## src/rtl/rcs_pkg.sv

```systemverilog
// Constants and types of the reset cause and stop recovery block.
// Assumes one 125 MHz system clock and an AHB-Lite register port.
// Behaviour
// RQ1 - Fault detect forces reset, then sets fault flag
// RQ2 - Recovery holds core for 66 oscillator cycles
// RQ3 - Recovery touches only status and oscillator control
// RQ4 - After recovery fetch vector at 0002h/0003h
// RQ5 - Every recovery sets the stop recovery flag
// RQ6 - Watchdog in stop recovers, sets watchdog+stop flags
// RQ7 - Exception-mode watchdog: recovery first, then exception
// RQ8 - Enabled GPIO level change either way wakes
// RQ9 - Wake pulses under 10 ns are rejected
// RQ10 - Pin as fault input has no reset effect
// RQ11 - Select bit writable after 14h then 92h
// RQ12 - Software writes unlock bytes then value, in order
// RQ13 - Software select write overrides option bit value
// RQ14 - Select 0 reset input, 1 fault zero input
// RQ15 - After reset select is inverse option bit
// RQ16 - Each event refreshes all cause flags together
// RQ17 - Fixed status layout, cause flags read only
// RQ18 - Power-on sets only power; pin sets only pin
// RQ19 - Watchdog reset sets watchdog and pin flags
// RQ20 - Debugger reset sets power and pin flags
// RQ21 - Fault reset sets pin+fault; simultaneous resets merge
// RQ22 - GPIO wake: stop only; watchdog wake: stop+watchdog
// RQ23 - Out-of-order write clears unlock, keeps select
package rcs_pkg;
  localparam logic [11:0] RCS_ADDR_STATUS  = 12'hff0;  // Byte address of status register
  localparam int          RCS_SEL_BIT      = 0;        // Pin function select position
  localparam int          RCS_STOP_BIT     = 6;        // Stop recovery flag position
  localparam logic [7:0]  RCS_CAUSE_MASK   = 8'hf8;    // Cause flags, bits 7..3
  localparam logic [7:0]  RCS_PAT_POR      = 8'h80;    // Power-on, also reset value
  localparam logic [7:0]  RCS_PAT_EXT      = 8'h10;    // Reset pin
  localparam logic [7:0]  RCS_PAT_WDT_RST  = 8'h30;    // Watchdog reset
  localparam logic [7:0]  RCS_PAT_DBG      = 8'h90;    // Debugger reset
  localparam logic [7:0]  RCS_PAT_FLT      = 8'h18;    // Fault detector reset
  localparam logic [7:0]  RCS_PAT_SMR_GPIO = 8'h40;    // GPIO wake recovery
  localparam logic [7:0]  RCS_PAT_SMR_WDT  = 8'h60;    // Watchdog wake recovery
  localparam logic [7:0]  RCS_UNLOCK_FIRST = 8'h14;    // First unlock byte
  localparam logic [7:0]  RCS_UNLOCK_NEXT  = 8'h92;    // Second unlock byte
  localparam logic [15:0] RCS_VEC_ADDR_HI  = 16'h0002; // Vector high byte address
  localparam logic [15:0] RCS_VEC_ADDR_LO  = 16'h0003; // Vector low byte address
  localparam int          RCS_GPIO_N       = 8;        // Wake capable pins
  localparam int          RCS_CLK_NS       = 8;        // System clock period
  localparam int          RCS_GLITCH_NS    = 10;       // Shortest accepted wake pulse
  localparam int          RCS_GLITCH_CYC   = (RCS_GLITCH_NS + RCS_CLK_NS - 1) / RCS_CLK_NS;
  localparam int          RCS_HOLD_OSC_CYC = 66;       // Hold length, oscillator cycles
  localparam int          RCS_OSC_DIV      = 23;       // System cycles per oscillator cycle
  localparam int          RCS_HOLD_SYS_CYC = RCS_HOLD_OSC_CYC * RCS_OSC_DIV;
  typedef enum logic [1:0] {RCS_RUN, RCS_RESET, RCS_RECOVER} rcs_state_e;
  typedef enum logic [1:0] {RCS_LK_IDLE, RCS_LK_FIRST, RCS_LK_OPEN} rcs_lock_e;
endpackage : rcs_pkg

```

## src/rtl/rcs_hold_if.sv

```systemverilog
// Start and completion handshake of the reset hold timer.
// Assumes both ends run on the system clock.
`timescale 1ns/1ps
`default_nettype none
interface rcs_hold_if;
  logic start;  // One-cycle pulse, (re)starts the hold
  logic busy;   // Hold in progress
  logic done;   // One-cycle pulse, hold elapsed
  modport ctl (output start, input busy, input done);
  modport tmr (input start, output busy, output done);
endinterface : rcs_hold_if
`default_nettype wire

```

## src/rtl/rcs_hold_timer.sv

```systemverilog
// Hold timer: counts oscillator cycles derived from the system clock.
// Assumes start is a single-cycle pulse from the sequencer.
`timescale 1ns/1ps
`default_nettype none
module rcs_hold_timer (
  input wire logic  hclk,
  input wire logic  hresetn,
  rcs_hold_if.tmr   hold
);
  import rcs_pkg::*;
  logic [4:0]  div_ff;   // Oscillator tick divider
  logic [6:0]  cnt_ff;   // Oscillator cycles elapsed
  logic        busy_ff;  // Hold running
  logic        done_ff;  // Completion pulse
  logic [10:0] len_ff;   // Busy cycle count, checked only
  logic        tick;     // One-cycle oscillator enable
  logic        fin;      // Last tick of the hold
  assign tick = (div_ff == 5'(RCS_OSC_DIV - 1));
  assign fin  = busy_ff && tick && (cnt_ff == 7'(RCS_HOLD_OSC_CYC - 1));
  // Divider and counter restart on every start so a retrigger gets a full hold
  always_ff @(posedge hclk or negedge hresetn) begin
    if (!hresetn) begin
      div_ff  <= 5'h00;
      cnt_ff  <= 7'h00;
      busy_ff <= 1'b0;
      done_ff <= 1'b0;
    end else begin
      done_ff <= fin && !hold.start;
      if (hold.start) begin
        div_ff  <= 5'h00;
        cnt_ff  <= 7'h00;
        busy_ff <= 1'b1;
      end else if (busy_ff) begin
        div_ff <= tick ? 5'h00 : div_ff + 5'h01;
        if (tick) begin
          cnt_ff <= cnt_ff + 7'h01;
        end
        if (fin) begin
          busy_ff <= 1'b0;  // see RQ2
        end
      end
    end
  end
  // Helper length counter for the hold check
  always_ff @(posedge hclk or negedge hresetn) begin
    if (!hresetn) begin
      len_ff <= 11'h000;
    end else begin
      len_ff <= hold.start ? 11'h000 : (busy_ff ? len_ff + 11'h001 : len_ff);
    end
  end
  assign hold.busy = busy_ff;
  assign hold.done = done_ff;
endmodule : rcs_hold_timer
`default_nettype wire

```

## src/rtl/rcs_wake_filter.sv

```systemverilog
// Wake filter: per-pin glitch rejection and level change detection.
// Assumes pin levels are already synchronous to the system clock.
`timescale 1ns/1ps
`default_nettype none
module rcs_wake_filter (
  input wire logic                           hclk,
  input wire logic                           hresetn,
  input wire logic [rcs_pkg::RCS_GPIO_N-1:0] gpio_in,
  input wire logic [rcs_pkg::RCS_GPIO_N-1:0] wake_enable,
  output logic                               wake_event
);
  import rcs_pkg::*;
  logic                  loaded_ff;  // Levels captured after reset
  logic [RCS_GPIO_N-1:0] level_ff;   // Accepted, filtered level
  logic [RCS_GPIO_N-1:0] evt;        // Accepted change this cycle
  logic                  wake_ff;    // Registered wake request
  // First cycle after release takes the pin levels, so a high pin is no wake
  always_ff @(posedge hclk or negedge hresetn) begin
    if (!hresetn) loaded_ff <= 1'b0;
    else          loaded_ff <= 1'b1;
  end
  for (genvar i = 0; i < RCS_GPIO_N; i++) begin : g_pin
    logic [1:0] cnt_ff;  // Cycles the new level has held
    assign evt[i] = loaded_ff && (gpio_in[i] != level_ff[i])
                    && (cnt_ff == 2'(RCS_GLITCH_CYC - 1));
    // A change counts only after holding the glitch time; disabled pins just track
    always_ff @(posedge hclk or negedge hresetn) begin
      if (!hresetn) begin
        cnt_ff      <= 2'h0;
        level_ff[i] <= 1'b0;
      end else if (!loaded_ff || evt[i]) begin
        cnt_ff      <= 2'h0;
        level_ff[i] <= gpio_in[i];  // see RQ8
      end else begin
        cnt_ff <= (gpio_in[i] != level_ff[i]) ? cnt_ff + 2'h1 : 2'h0;  // see RQ9
      end
    end

  end
  always_ff @(posedge hclk or negedge hresetn) begin
    if (!hresetn) wake_ff <= 1'b0;
    else          wake_ff <= |(evt & wake_enable);  // see RQ8
  end
  assign wake_event = wake_ff;
endmodule : rcs_wake_filter
`default_nettype wire

```

## src/rtl/rcs_reset_cause.sv

```systemverilog
// Reset cause recorder and stop recovery sequencer with its status register.
// Assumes an AHB-Lite master, synchronous event inputs, and that the system
// reset output resets the rest of the chip but not this block.
//
// Local design decision: the AHB-Lite register port.
`timescale 1ns/1ps
`default_nettype none
module rcs_reset_cause (
  input  wire logic                           hclk,
  input  wire logic                           hresetn,
  input  wire logic                           hsel,
  input  wire logic [31:0]                    haddr,
  input  wire logic [1:0]                     htrans,
  input  wire logic                           hwrite,
  input  wire logic [2:0]                     hsize,
  input  wire logic [31:0]                    hwdata,
  input  wire logic                           hready,
  output logic                                hreadyout,
  output logic                                hresp,
  output logic [31:0]                         hrdata,
  input  wire logic                           power_on_event,
  input  wire logic                           reset_pin_n,
  input  wire logic                           wdt_timeout,
  input  wire logic                           wdt_reset_mode,
  input  wire logic                           fault_detect,
  input  wire logic                           debugger_reset_req,
  input  wire logic                           stop_mode,
  input  wire logic [rcs_pkg::RCS_GPIO_N-1:0] gpio_in,
  input  wire logic [rcs_pkg::RCS_GPIO_N-1:0] wake_enable,
  input  wire logic                           option_fault_select,
  output logic                                system_reset,
  output logic                                cpu_hold,
  output logic                                osc_ctrl_reset,
  output logic                                vector_fetch,
  output logic [15:0]                         vector_addr_hi,
  output logic [15:0]                         vector_addr_lo,
  output logic                                wdt_exception,
  output logic                                pwm_fault_input_zero_n,
  output logic                                pin_function_select
);
  import rcs_pkg::*;

  rcs_hold_if hold ();  // Hold timer handshake

  rcs_state_e st_ff;           // Sequencer state
  rcs_state_e nxt_st;          // Next sequencer state
  rcs_lock_e  lk_ff;           // Unlock progress
  logic [7:0] cause_ff;        // Cause flags, low bits zero
  logic [7:0] pend_ff;         // Causes gathered during a hold
  logic [7:0] nxt_pend;        // Next gathered causes
  logic       sel_ff;          // Pin function select
  logic       strap_ff;        // Option bit load pending
  logic       exc_ff;          // Watchdog exception owed after recovery
  logic       sysrst_ff;       // Full reset output
  logic       hold_ff;         // Core hold output
  logic       oscrst_ff;       // Oscillator control reset pulse
  logic       vecf_ff;         // Vector fetch pulse
  logic       wexc_ff;         // Watchdog exception pulse
  logic       fault_pin_ff;    // Fault input routed from the shared pin
  logic       wr_ff;           // Data phase of a status write
  logic [31:0] rdata_ff;       // Read data
  logic       wake;            // Filtered GPIO wake request
  logic       ext_req;         // Pin acting as reset and asserted
  logic [7:0] full_pat;        // Causes of a full reset this cycle
  logic [7:0] rec_pat;         // Causes of a recovery this cycle
  logic       full_hit;        // Any full reset source
  logic       rec_hit;         // Any recovery source
  logic       addr_ok;         // Valid address phase
  logic       reg_hit;         // Address phase hits the status register
  logic       wr_hit;          // Status write takes effect now
  logic [7:0] wbyte;           // Written byte
  logic       release_c;       // Hold ends this cycle
  logic       done_seen_ff;    // Hold timer has finished this reset

  rcs_wake_filter u_wake (
    .hclk        (hclk),
    .hresetn     (hresetn),
    .gpio_in     (gpio_in),
    .wake_enable (wake_enable),
    .wake_event  (wake)
  );

  rcs_hold_timer u_hold (
    .hclk    (hclk),
    .hresetn (hresetn),
    .hold    (hold.tmr)
  );

  // The shared pin resets only while selected as reset input
  assign ext_req = !reset_pin_n && !sel_ff;  // see RQ10 see RQ14

  // Cause patterns; simultaneous sources simply merge
  always_comb begin
    full_pat = 8'h00;
    if (power_on_event) full_pat = full_pat | RCS_PAT_POR;  // see RQ18
    if (ext_req) full_pat = full_pat | RCS_PAT_EXT;  // see RQ18
    if (wdt_timeout && wdt_reset_mode && !stop_mode) begin
      full_pat = full_pat | RCS_PAT_WDT_RST;  // see RQ19
    end
    if (debugger_reset_req && !stop_mode) full_pat = full_pat | RCS_PAT_DBG;  // see RQ20
    if (fault_detect) full_pat = full_pat | RCS_PAT_FLT;  // see RQ1 see RQ21
    rec_pat = 8'h00;
    if (stop_mode && wake) rec_pat = rec_pat | RCS_PAT_SMR_GPIO;  // see RQ22
    if (stop_mode && wdt_timeout) rec_pat = rec_pat | RCS_PAT_SMR_WDT;  // see RQ6 see RQ22
  end
  assign full_hit = (full_pat != 8'h00);
  assign rec_hit  = (rec_pat != 8'h00);

  // A reset held by the pin lasts until both the hold and the pin are done
  assign release_c = (st_ff == RCS_RESET) ? ((done_seen_ff || hold.done) && !ext_req)
                                          : ((st_ff == RCS_RECOVER) && hold.done && !full_hit);

  // Sequencer next state; a full reset always beats a recovery
  always_comb begin
    nxt_st   = st_ff;
    nxt_pend = pend_ff;
    case (st_ff)
      RCS_RUN: begin
        if (full_hit) begin
          nxt_st   = RCS_RESET;
          nxt_pend = full_pat;
        end else if (rec_hit) begin
          nxt_st   = RCS_RECOVER;  // see RQ6 see RQ8
          nxt_pend = rec_pat;
        end
      end
      RCS_RESET: begin
        nxt_pend = pend_ff | full_pat;  // see RQ21
        if (release_c) nxt_st = RCS_RUN;
      end
      RCS_RECOVER: begin
        if (full_hit) begin
          nxt_st   = RCS_RESET;
          nxt_pend = full_pat;
        end else if (release_c) begin
          nxt_st = RCS_RUN;
        end
      end
      default: begin
        nxt_st = RCS_RUN;
      end
    endcase
  end

  // Timer starts on entry to a hold; pending causes never restart it
  assign hold.start = (st_ff != RCS_RESET) && (nxt_st != st_ff) && (nxt_st != RCS_RUN);

  // State, gathered causes and the fact that the hold has elapsed
  always_ff @(posedge hclk or negedge hresetn) begin
    if (!hresetn) begin
      st_ff        <= RCS_RUN;
      pend_ff      <= 8'h00;
      done_seen_ff <= 1'b0;
    end else begin
      st_ff        <= nxt_st;
      pend_ff      <= nxt_pend;
      done_seen_ff <= hold.start ? 1'b0 : (done_seen_ff || hold.done);
    end
  end

  // Cause flags are replaced as a whole at the end of every hold
  always_ff @(posedge hclk or negedge hresetn) begin
    if (!hresetn) begin
      cause_ff <= RCS_PAT_POR;  // see RQ18
    end else if (release_c) begin
      cause_ff <= pend_ff & RCS_CAUSE_MASK;  // see RQ16 see RQ5 see RQ1
    end
  end

  // Outputs follow the next state so they line up with the state register
  always_ff @(posedge hclk or negedge hresetn) begin
    if (!hresetn) begin
      sysrst_ff <= 1'b0;
      hold_ff   <= 1'b0;
      oscrst_ff <= 1'b0;
      vecf_ff   <= 1'b0;
    end else begin
      sysrst_ff <= (nxt_st == RCS_RESET);  // see RQ3
      hold_ff   <= (nxt_st != RCS_RUN);  // see RQ2
      oscrst_ff <= hold.start && (nxt_st == RCS_RECOVER);  // see RQ3
      vecf_ff   <= release_c;  // see RQ4
    end
  end

  // Exception-mode watchdog wake: exception only after the vector fetch
  always_ff @(posedge hclk or negedge hresetn) begin
    if (!hresetn) begin
      exc_ff  <= 1'b0;
      wexc_ff <= 1'b0;
    end else begin
      if (hold.start) begin
        exc_ff <= (nxt_st == RCS_RECOVER) && stop_mode && wdt_timeout && !wdt_reset_mode;
      end else if (vecf_ff) begin
        exc_ff <= 1'b0;
      end
      wexc_ff <= vecf_ff && exc_ff && (st_ff == RCS_RUN);  // see RQ7
    end
  end

  // The shared pin feeds the fault input only while so selected
  always_ff @(posedge hclk or negedge hresetn) begin
    if (!hresetn) fault_pin_ff <= 1'b1;
    else          fault_pin_ff <= sel_ff ? reset_pin_n : 1'b1;  // see RQ14
  end

  // AHB-Lite slave, zero wait states, always OKAY
  assign addr_ok = hsel && hready && htrans[1];
  assign reg_hit = addr_ok && (haddr[11:0] == RCS_ADDR_STATUS);
  assign wr_hit  = wr_ff;
  assign wbyte   = hwdata[7:0];

  // Write data arrives one cycle after its address; reads sample at address time
  always_ff @(posedge hclk or negedge hresetn) begin
    if (!hresetn) begin
      wr_ff    <= 1'b0;
      rdata_ff <= 32'h0000_0000;
    end else begin
      wr_ff <= reg_hit && hwrite;
      if (reg_hit && !hwrite) begin
        rdata_ff <= {24'h00_0000, cause_ff[7:3], 2'b00, sel_ff};  // see RQ17
      end else if (addr_ok) begin
        rdata_ff <= 32'h0000_0000;
      end
    end
  end

  // Unlock: two ordered bytes, then one value write; anything else relocks
  always_ff @(posedge hclk or negedge hresetn) begin
    if (!hresetn) begin
      lk_ff <= RCS_LK_IDLE;
    end else if (wr_hit) begin
      case (lk_ff)
        RCS_LK_IDLE: begin
          lk_ff <= (wbyte == RCS_UNLOCK_FIRST) ? RCS_LK_FIRST : RCS_LK_IDLE;  // see RQ11
        end
        RCS_LK_FIRST: begin
          lk_ff <= (wbyte == RCS_UNLOCK_NEXT) ? RCS_LK_OPEN : RCS_LK_IDLE;  // see RQ23
        end
        default: begin
          lk_ff <= RCS_LK_IDLE;  // see RQ12
        end
      endcase
    end
  end

  // Select bit: inverse of option bit after reset, unlocked write overrides it
  always_ff @(posedge hclk or negedge hresetn) begin
    if (!hresetn) begin
      sel_ff   <= 1'b0;
      strap_ff <= 1'b1;
    end else begin
      strap_ff <= (st_ff == RCS_RESET) && release_c;
      if (wr_hit && (lk_ff == RCS_LK_OPEN)) begin
        sel_ff <= wbyte[RCS_SEL_BIT];  // see RQ11 see RQ13
      end else if (strap_ff) begin
        sel_ff <= !option_fault_select;  // see RQ15
      end
    end
  end

  assign hreadyout              = 1'b1;
  assign hresp                  = 1'b0;
  assign hrdata                 = rdata_ff;
  assign system_reset           = sysrst_ff;
  assign cpu_hold               = hold_ff;
  assign osc_ctrl_reset         = oscrst_ff;
  assign vector_fetch           = vecf_ff;
  assign vector_addr_hi         = RCS_VEC_ADDR_HI;  // see RQ4
  assign vector_addr_lo         = RCS_VEC_ADDR_LO;
  assign wdt_exception          = wexc_ff;
  assign pwm_fault_input_zero_n = fault_pin_ff;
  assign pin_function_select    = sel_ff;
endmodule : rcs_reset_cause
`default_nettype wire

```

## config.mk

```make
export PLATFORM = sky130hd
export DESIGN_NAME = rcs_reset_cause
export DESIGN_NICKNAME = d
export VERILOG_FILES = /design/src/rtl/rcs_pkg.sv /design/src/rtl/rcs_hold_if.sv /design/src/rtl/rcs_hold_timer.sv /design/src/rtl/rcs_wake_filter.sv /design/src/rtl/rcs_reset_cause.sv
export SDC_FILE = /design/constraint.sdc
export NUM_CORES = 1
export LEC_CHECK = 0
export ABC_AREA = 1
export BUFFER_PORTS_ARGS = -buffer_cell sky130_fd_sc_hd__buf_4
export CAP_MARGIN = 20
export CORE_MARGIN = 2
export CORE_UTILIZATION = 50
export DETAILED_ROUTE_END_ITERATION = 10
export GPL_TIMING_DRIVEN = 0
export PLACE_DENSITY = 0.91
export SYNTH_ARGS = -nofsm -noshare
export SYNTH_HDL_FRONTEND = slang
export SYNTH_SLANG_ARGS = --single-unit
```

## constraint.sdc

```tcl
create_clock -name hclk -period 4.1 [get_ports hclk]
set_input_delay 0.41 -clock hclk [delete_from_list [all_inputs] [get_ports hclk]]
set_output_delay 0.41 -clock hclk [all_outputs]
set_load 0.03 [all_outputs]
```

Yosys cells after proc, flatten, opt, wreduce, memory -nomap -nowiden
Cells that the tools add are included.
{"block": "word_totals", "word_cells": 210, "output_inout_bits": 73, "reg_bits": 100, "in_bits": 98}
{"block": "classes", "n_addsub": 10, "n_mux": 53, "reduce_logical": 76, "n_eq_ne": 31, "bitwise_logic": 2}
{"cell": "2-to-1 mux 32 bit", "n": 2}
{"cell": "logical AND 1 bit", "n": 43}
{"cell": "2-to-1 mux 2 bit", "n": 21}
{"cell": "2-to-1 mux 8 bit", "n": 5}
{"cell": "2-to-1 mux 7 bit", "n": 5}
{"cell": "2-to-1 mux 5 bit", "n": 5}
{"cell": "one-hot mux 8 bit (3 select lines)", "n": 1}
{"cell": "equality test 2 x 1 -> 1 bit, second input constant", "n": 11}
{"cell": "adder 2 x 1 -> 2 bit, second input constant", "n": 8}
{"cell": "nonzero test 8 bit", "n": 2}
{"cell": "equality test 12 bit, second input constant", "n": 1}
{"cell": "nonzero test 2 bit", "n": 6}
{"cell": "2-to-1 mux 1 bit", "n": 11}
{"cell": "logical NOT 1 bit", "n": 10}
{"cell": "logical OR 1 bit", "n": 9}
{"cell": "bitwise AND 8 bit", "n": 1}
{"cell": "equality test 8 x 5 -> 1 bit, second input constant", "n": 1}
{"cell": "equality test 8 bit, second input constant", "n": 1}
{"cell": "!= test 1 bit", "n": 8}
{"cell": "OR 8 bit", "n": 1}
{"cell": "OR reduction 8 bit", "n": 1}
{"cell": "adder 7 x 1 -> 7 bit, second input constant", "n": 1}
{"cell": "equality test 7 bit, second input constant", "n": 1}
{"cell": "equality test 2 bit, second input constant", "n": 3}
{"cell": "other kinds (13)", "n": 14}

Logic depth before layout (Yosys ltp)
{"block": "depth", "depth_word": 18, "depth_mapped": 17, "depth_no_buf": 17}

Hierarchy
Synthesis repeated with hierarchy kept, for this count alone.
{"block": "unflattened", "hier_cells": 509, "area_unflattened_um2": 4289.1}
{"mod": "rcs_reset_cause", "seq_area_each_um2": 779.5, "n_inst": 1, "area_per_inst_um2": 2043.2, "cells_per_inst": 247}
{"mod": "rcs_wake_filter", "seq_area_each_um2": 650.6, "n_inst": 1, "area_per_inst_um2": 1477.7, "cells_per_inst": 169}
{"mod": "rcs_hold_timer", "seq_area_each_um2": 350.3, "n_inst": 1, "area_per_inst_um2": 768.2, "cells_per_inst": 93}

Worst setup path before layout
No wires, ideal clock.
{"block": "synth_path", "kind": "register to register", "start": "register st_ff[1]", "end": "register u_hold.cnt_ff[1]", "path_buffers": 2, "setup_time_ns": 0.126, "period_less_slack_ns": 2.034, "t_required_ns": 3.974, "arrival_time_ns": 1.909, "path_stages_with_launch": 15, "path_slack_ns": 2.066, "path_cell_list": "dfrtp_1 -> inv_1 -> ha_1 -> buf_2 -> nor2_1 -> nand4_2 -> nand3_1 -> nand2_1 -> nand2_1 -> nand2_1 -> nand2_2 -> nand2_1 -> nand3_4 -> buf_6 -> a21oi_2"}
{"block": "synth_between", "elab_chain_cells": 12, "elab_cells_between_ends": 20, "classes_between": "eq/ne: 4; mux: 7; reduce/logical: 9"}
{"item": "start: declaration", "line": "rcs_reset_cause.sv:45", "rtl": "rcs_state_e st_ff;"}
{"item": "start signal: assignment", "line": "rcs_reset_cause.sv:155", "rtl": "st_ff <= nxt_st;"}
{"item": "equality test 2 bit", "line": "rcs_reset_cause.sv:111, rcs_reset_cause.sv:117"}
{"item": "logical AND 1 bit (2 in a row)", "line": "rcs_reset_cause.sv:111", "rtl": ": ((st_ff == RCS_RECOVER) && hold.done && !full_hit);"}
{"item": "2-to-1 mux 1 bit", "line": "rcs_reset_cause.sv:110", "rtl": "assign release_c = (st_ff == RCS_RESET) ? ((done_seen_ff || hold.done) && !ext_req)"}
{"item": "2-to-1 mux 2 bit", "line": "rcs_reset_cause.sv:129, rcs_reset_cause.sv:135"}
{"item": "2-to-1 mux 2 bit", "line": "rcs_reset_cause.sv:132", "rtl": "if (full_hit) begin"}
{"item": "one-hot mux 2 bit (3 select lines)", "line": "rcs_reset_cause.sv:117", "rtl": "case (st_ff)"}
{"item": "!= test 2 bit", "line": "rcs_reset_cause.sv:146", "rtl": "assign hold.start = (st_ff != RCS_RESET) && (nxt_st != st_ff) && (nxt_st != RCS_RUN);"}
{"item": "logical AND 1 bit", "line": "rcs_reset_cause.sv:146"}
{"item": "logical AND 1 bit (*)", "line": "rcs_reset_cause.sv:146"}
{"item": "nonzero test 2 bit (no line)"}
{"item": "AND reduction 2 bit (no line)"}
{"item": "end signal: assignment", "line": "rcs_hold_timer.sv:36", "rtl": "cnt_ff <= cnt_ff + 7'h01;"}
{"item": "end: declaration", "line": "rcs_hold_timer.sv:12", "rtl": "logic [6:0] cnt_ff;"}
Mark *: on every way between the ends. The rest lies on a longest branch, timed or not.
A chain may end at the register's enable or synchronous reset.

Worst setup path in the final report
Ends and elaborated chain as after synthesis.

==> metrics <==
crit share post-route=58.69%; PD cells=474.0 nW/um2; Starting Density=51.92%; Clk pwr share=22.5%; internal power=1463 uW; pre-CTS setup slack=1747 ps; die area=8844 um2; Worst-Margin Slew=870.5 ps; Overall Global Routing Usage=18.90%; R2R Path Start=st_ff[1]; CTS tree=built; post-synth cell types=42; Slew Viols, Final=0; largest net degree at the start of global routing=72; DPL Wire Length=6.151 mm; IO Pins=171; outcome=finished, final reports clean; setup ws final=1694 ps; row count=32; # port buffers=62; Synth-to-Final Area Change=24.72%; unrepaired setup endpoints after global routing=false; 1st-iter DRT viols=187; Clock transition at path regs=70 ps; R2R Path End=u_hold.cnt_ff[1]; post-CTS setup buffers=0; yosys warns=0; sequential power share=39.1%; # diodes=0; clk buf depth=2; vias=3255; VDD IR-drop max=225.8 uV; Final Hold Slack=175.0 ps; Slew HR=41.96%; sw frac=38.94%; clk sinks=71; clk_skew=7.962 ps; RePlAce Congestion=0.8682; final total power=2397 uW; R2R depth=13; min Tclk post-route=2406 ps; internal reg-to-reg setup slack=1690 ps; max_cap viols=0; Die Y=94.05 um; mapped cell area=4054 um2; post_cts resized=0; chip width=94.05 um; H-tree lvl count=3; Synth Area per Inst=8.949 um2; core footprint=7807 um2; Static Leak=0.002696 uW; Worst Path Arrival=2630 ps; Req. time, crit path=4330 ps; Num CTS Buffers=9; hold crit path type=input pin to asynchronous set/reset pin; Synth Register Bits=71; Post-Synthesis Cells=453; Final Net Count=699; first-pass GRT wire length=13.17 mm; layout cells sized above 1=31.19%; DRC=0; grt ovf=0; endpoints failing setup=0; CTS Hold Bufs=0; Fmax=415.6 MHz; clk_lat worst skew=350 ps; Fin. Hold Viols=0; combinational power share=38.4%; register area share after synthesis=43.92%; critical path class=register to register; Post-DRT Antenna Nets=0; Psw=933.2 uW; vias in the first global route=3064; Final Util=64.76%; CP Max Fanout=10; CP startpoint kind=register; clock root buffer=clkbuf_8; per-cell routed wire length=11.63 um; Via density=4.704; type of destination of the critical path=register; setup TNS=0 ps; Routed WL=8.045 mm; First-pass DRT Iterations=4; initial antenna violation count=0
-- worst max-delay path, cell delays in order (launching register included) --
cell	delay, ps
dfrtp_1	460
inv_1	160
ha_1	150
buf_2	220
nor2_1	90
nand4_2	120
nand3_1	100
nand2_1	100
nand2_1	60
nand2_1	120
nand2_2	110
a21oi_4	240
buf_4	270
a21oi_2	80
-- cell usage after synthesis, drive strengths merged --
cell type	number	area (um2)
o22ai	5	31.28
buf	63	474.2
nor2	36	142.6
clkinv	1	3.750
nand4	16	106.4
conb	2	7.510
nand3b	2	15.01
inv	62	232.7
a41oi	1	8.760
o32ai	1	8.760
o31ai	2	15.01
mux2	7	78.83
xnor2	1	8.760
a21boi	3	22.52
a22oi	1	7.510
dfrtp	68	1702
xor2	12	105.1
nand3	21	135.1
dfstp	3	78.83
mux2i	1	10.01
nor3	24	125.1
ha	16	200.2
o21ai	20	100.1
a311oi	1	8.760
nor4	1	6.260
nand2	60	257.7
or2	1	6.260
clkbuf	3	11.26
a21oi	19	143.9
-- metal layers --
metal	global-route usage, %	up-vias	share of wire, %
met1	21.83	1521	40
met5	0	-	0
li1	-	1613	-
met4	8.333	0	2.0
met2	32.92	103	52
met3	4.896	18	5.8
-- through the flow --
step           cells  cell area (um2)
2_1_floorplan    512             4275
4_1_cts          692             5056
3_3_place_gp     676             4868
6_report         692             5056
3_5_place_dp     676             4868
5_1_grt          692             5056
-- placed cells by master, fill, tap and decap left out, drive strengths merged, types with 2 or more instances in the layout --
master and instances:
buf 125, dfrtp 68, inv 62, conb 61
nand2 60, nor2 36, nor3 24, nand3 21
o21ai 20, a21oi 19, ha 16, nand4 16
xor2 12, clkbuf 12, mux2 7, clkinv 7
o22ai 5, a21boi 3, dfstp 3, o31ai 2
nand3b 2
-- cell families after synthesis --
group,after synthesis,share of synthesized area (%)
buffers and inverters,129,17.81
and+or+nand+nor,161,19.60
adders and majority gates,16,4.938
muxes,8,2.191
other,2,0.1853
AOI/OAI and AO/OA,53,8.549
xor gates and xnor gates,13,2.809
DFF,71,43.92
-- registers in the layout (all words and copies together), names as in the netlist, 2 cells and up --
name	flops
cause_ff	5
st_ff	2
u_hold.cnt_ff	7
pend_ff	5
u_wake.g_pin.cnt_ff	16
u_wake.level_ff	8
u_hold.div_ff	5
hrdata	6
lk_ff	2
-- power by group through the flow --
stage	logic [uW]	registers, uW	clock network [uW]
after floorplan	680	961	0
after CTS	922	935	554
after detailed placement	915	948	0
after global routing	1030	951	578
final	921	936	539
after global placement	888	935	0
-- cell type report --
class                      count  area (um2)
buffer                        66       485.5
clock buffer                   9       123.9
clock inverter                 7       63.81
fill                         665        2751
inverter                      63       236.5
multi-input combinational    312        1773
sequential                    71        1780
tap                          102       127.6
timing repair buffer          62       465.4
-- how the worst max path moves through the flow --
stage,endpoint,from,slack (ps)
after detailed placement,u_hold.cnt_ff[1],st_ff[1],1750
after global routing,u_hold.cnt_ff[1],st_ff[1],1490
final,u_hold.cnt_ff[1],st_ff[1],1690
after CTS,u_hold.cnt_ff[1],st_ff[1],1720
after global placement,u_hold.cnt_ff[1],st_ff[1],1800
after floorplan,u_hold.cnt_ff[1],st_ff[1],2070
No activity file was read; power rests on OpenSTA's default activity.
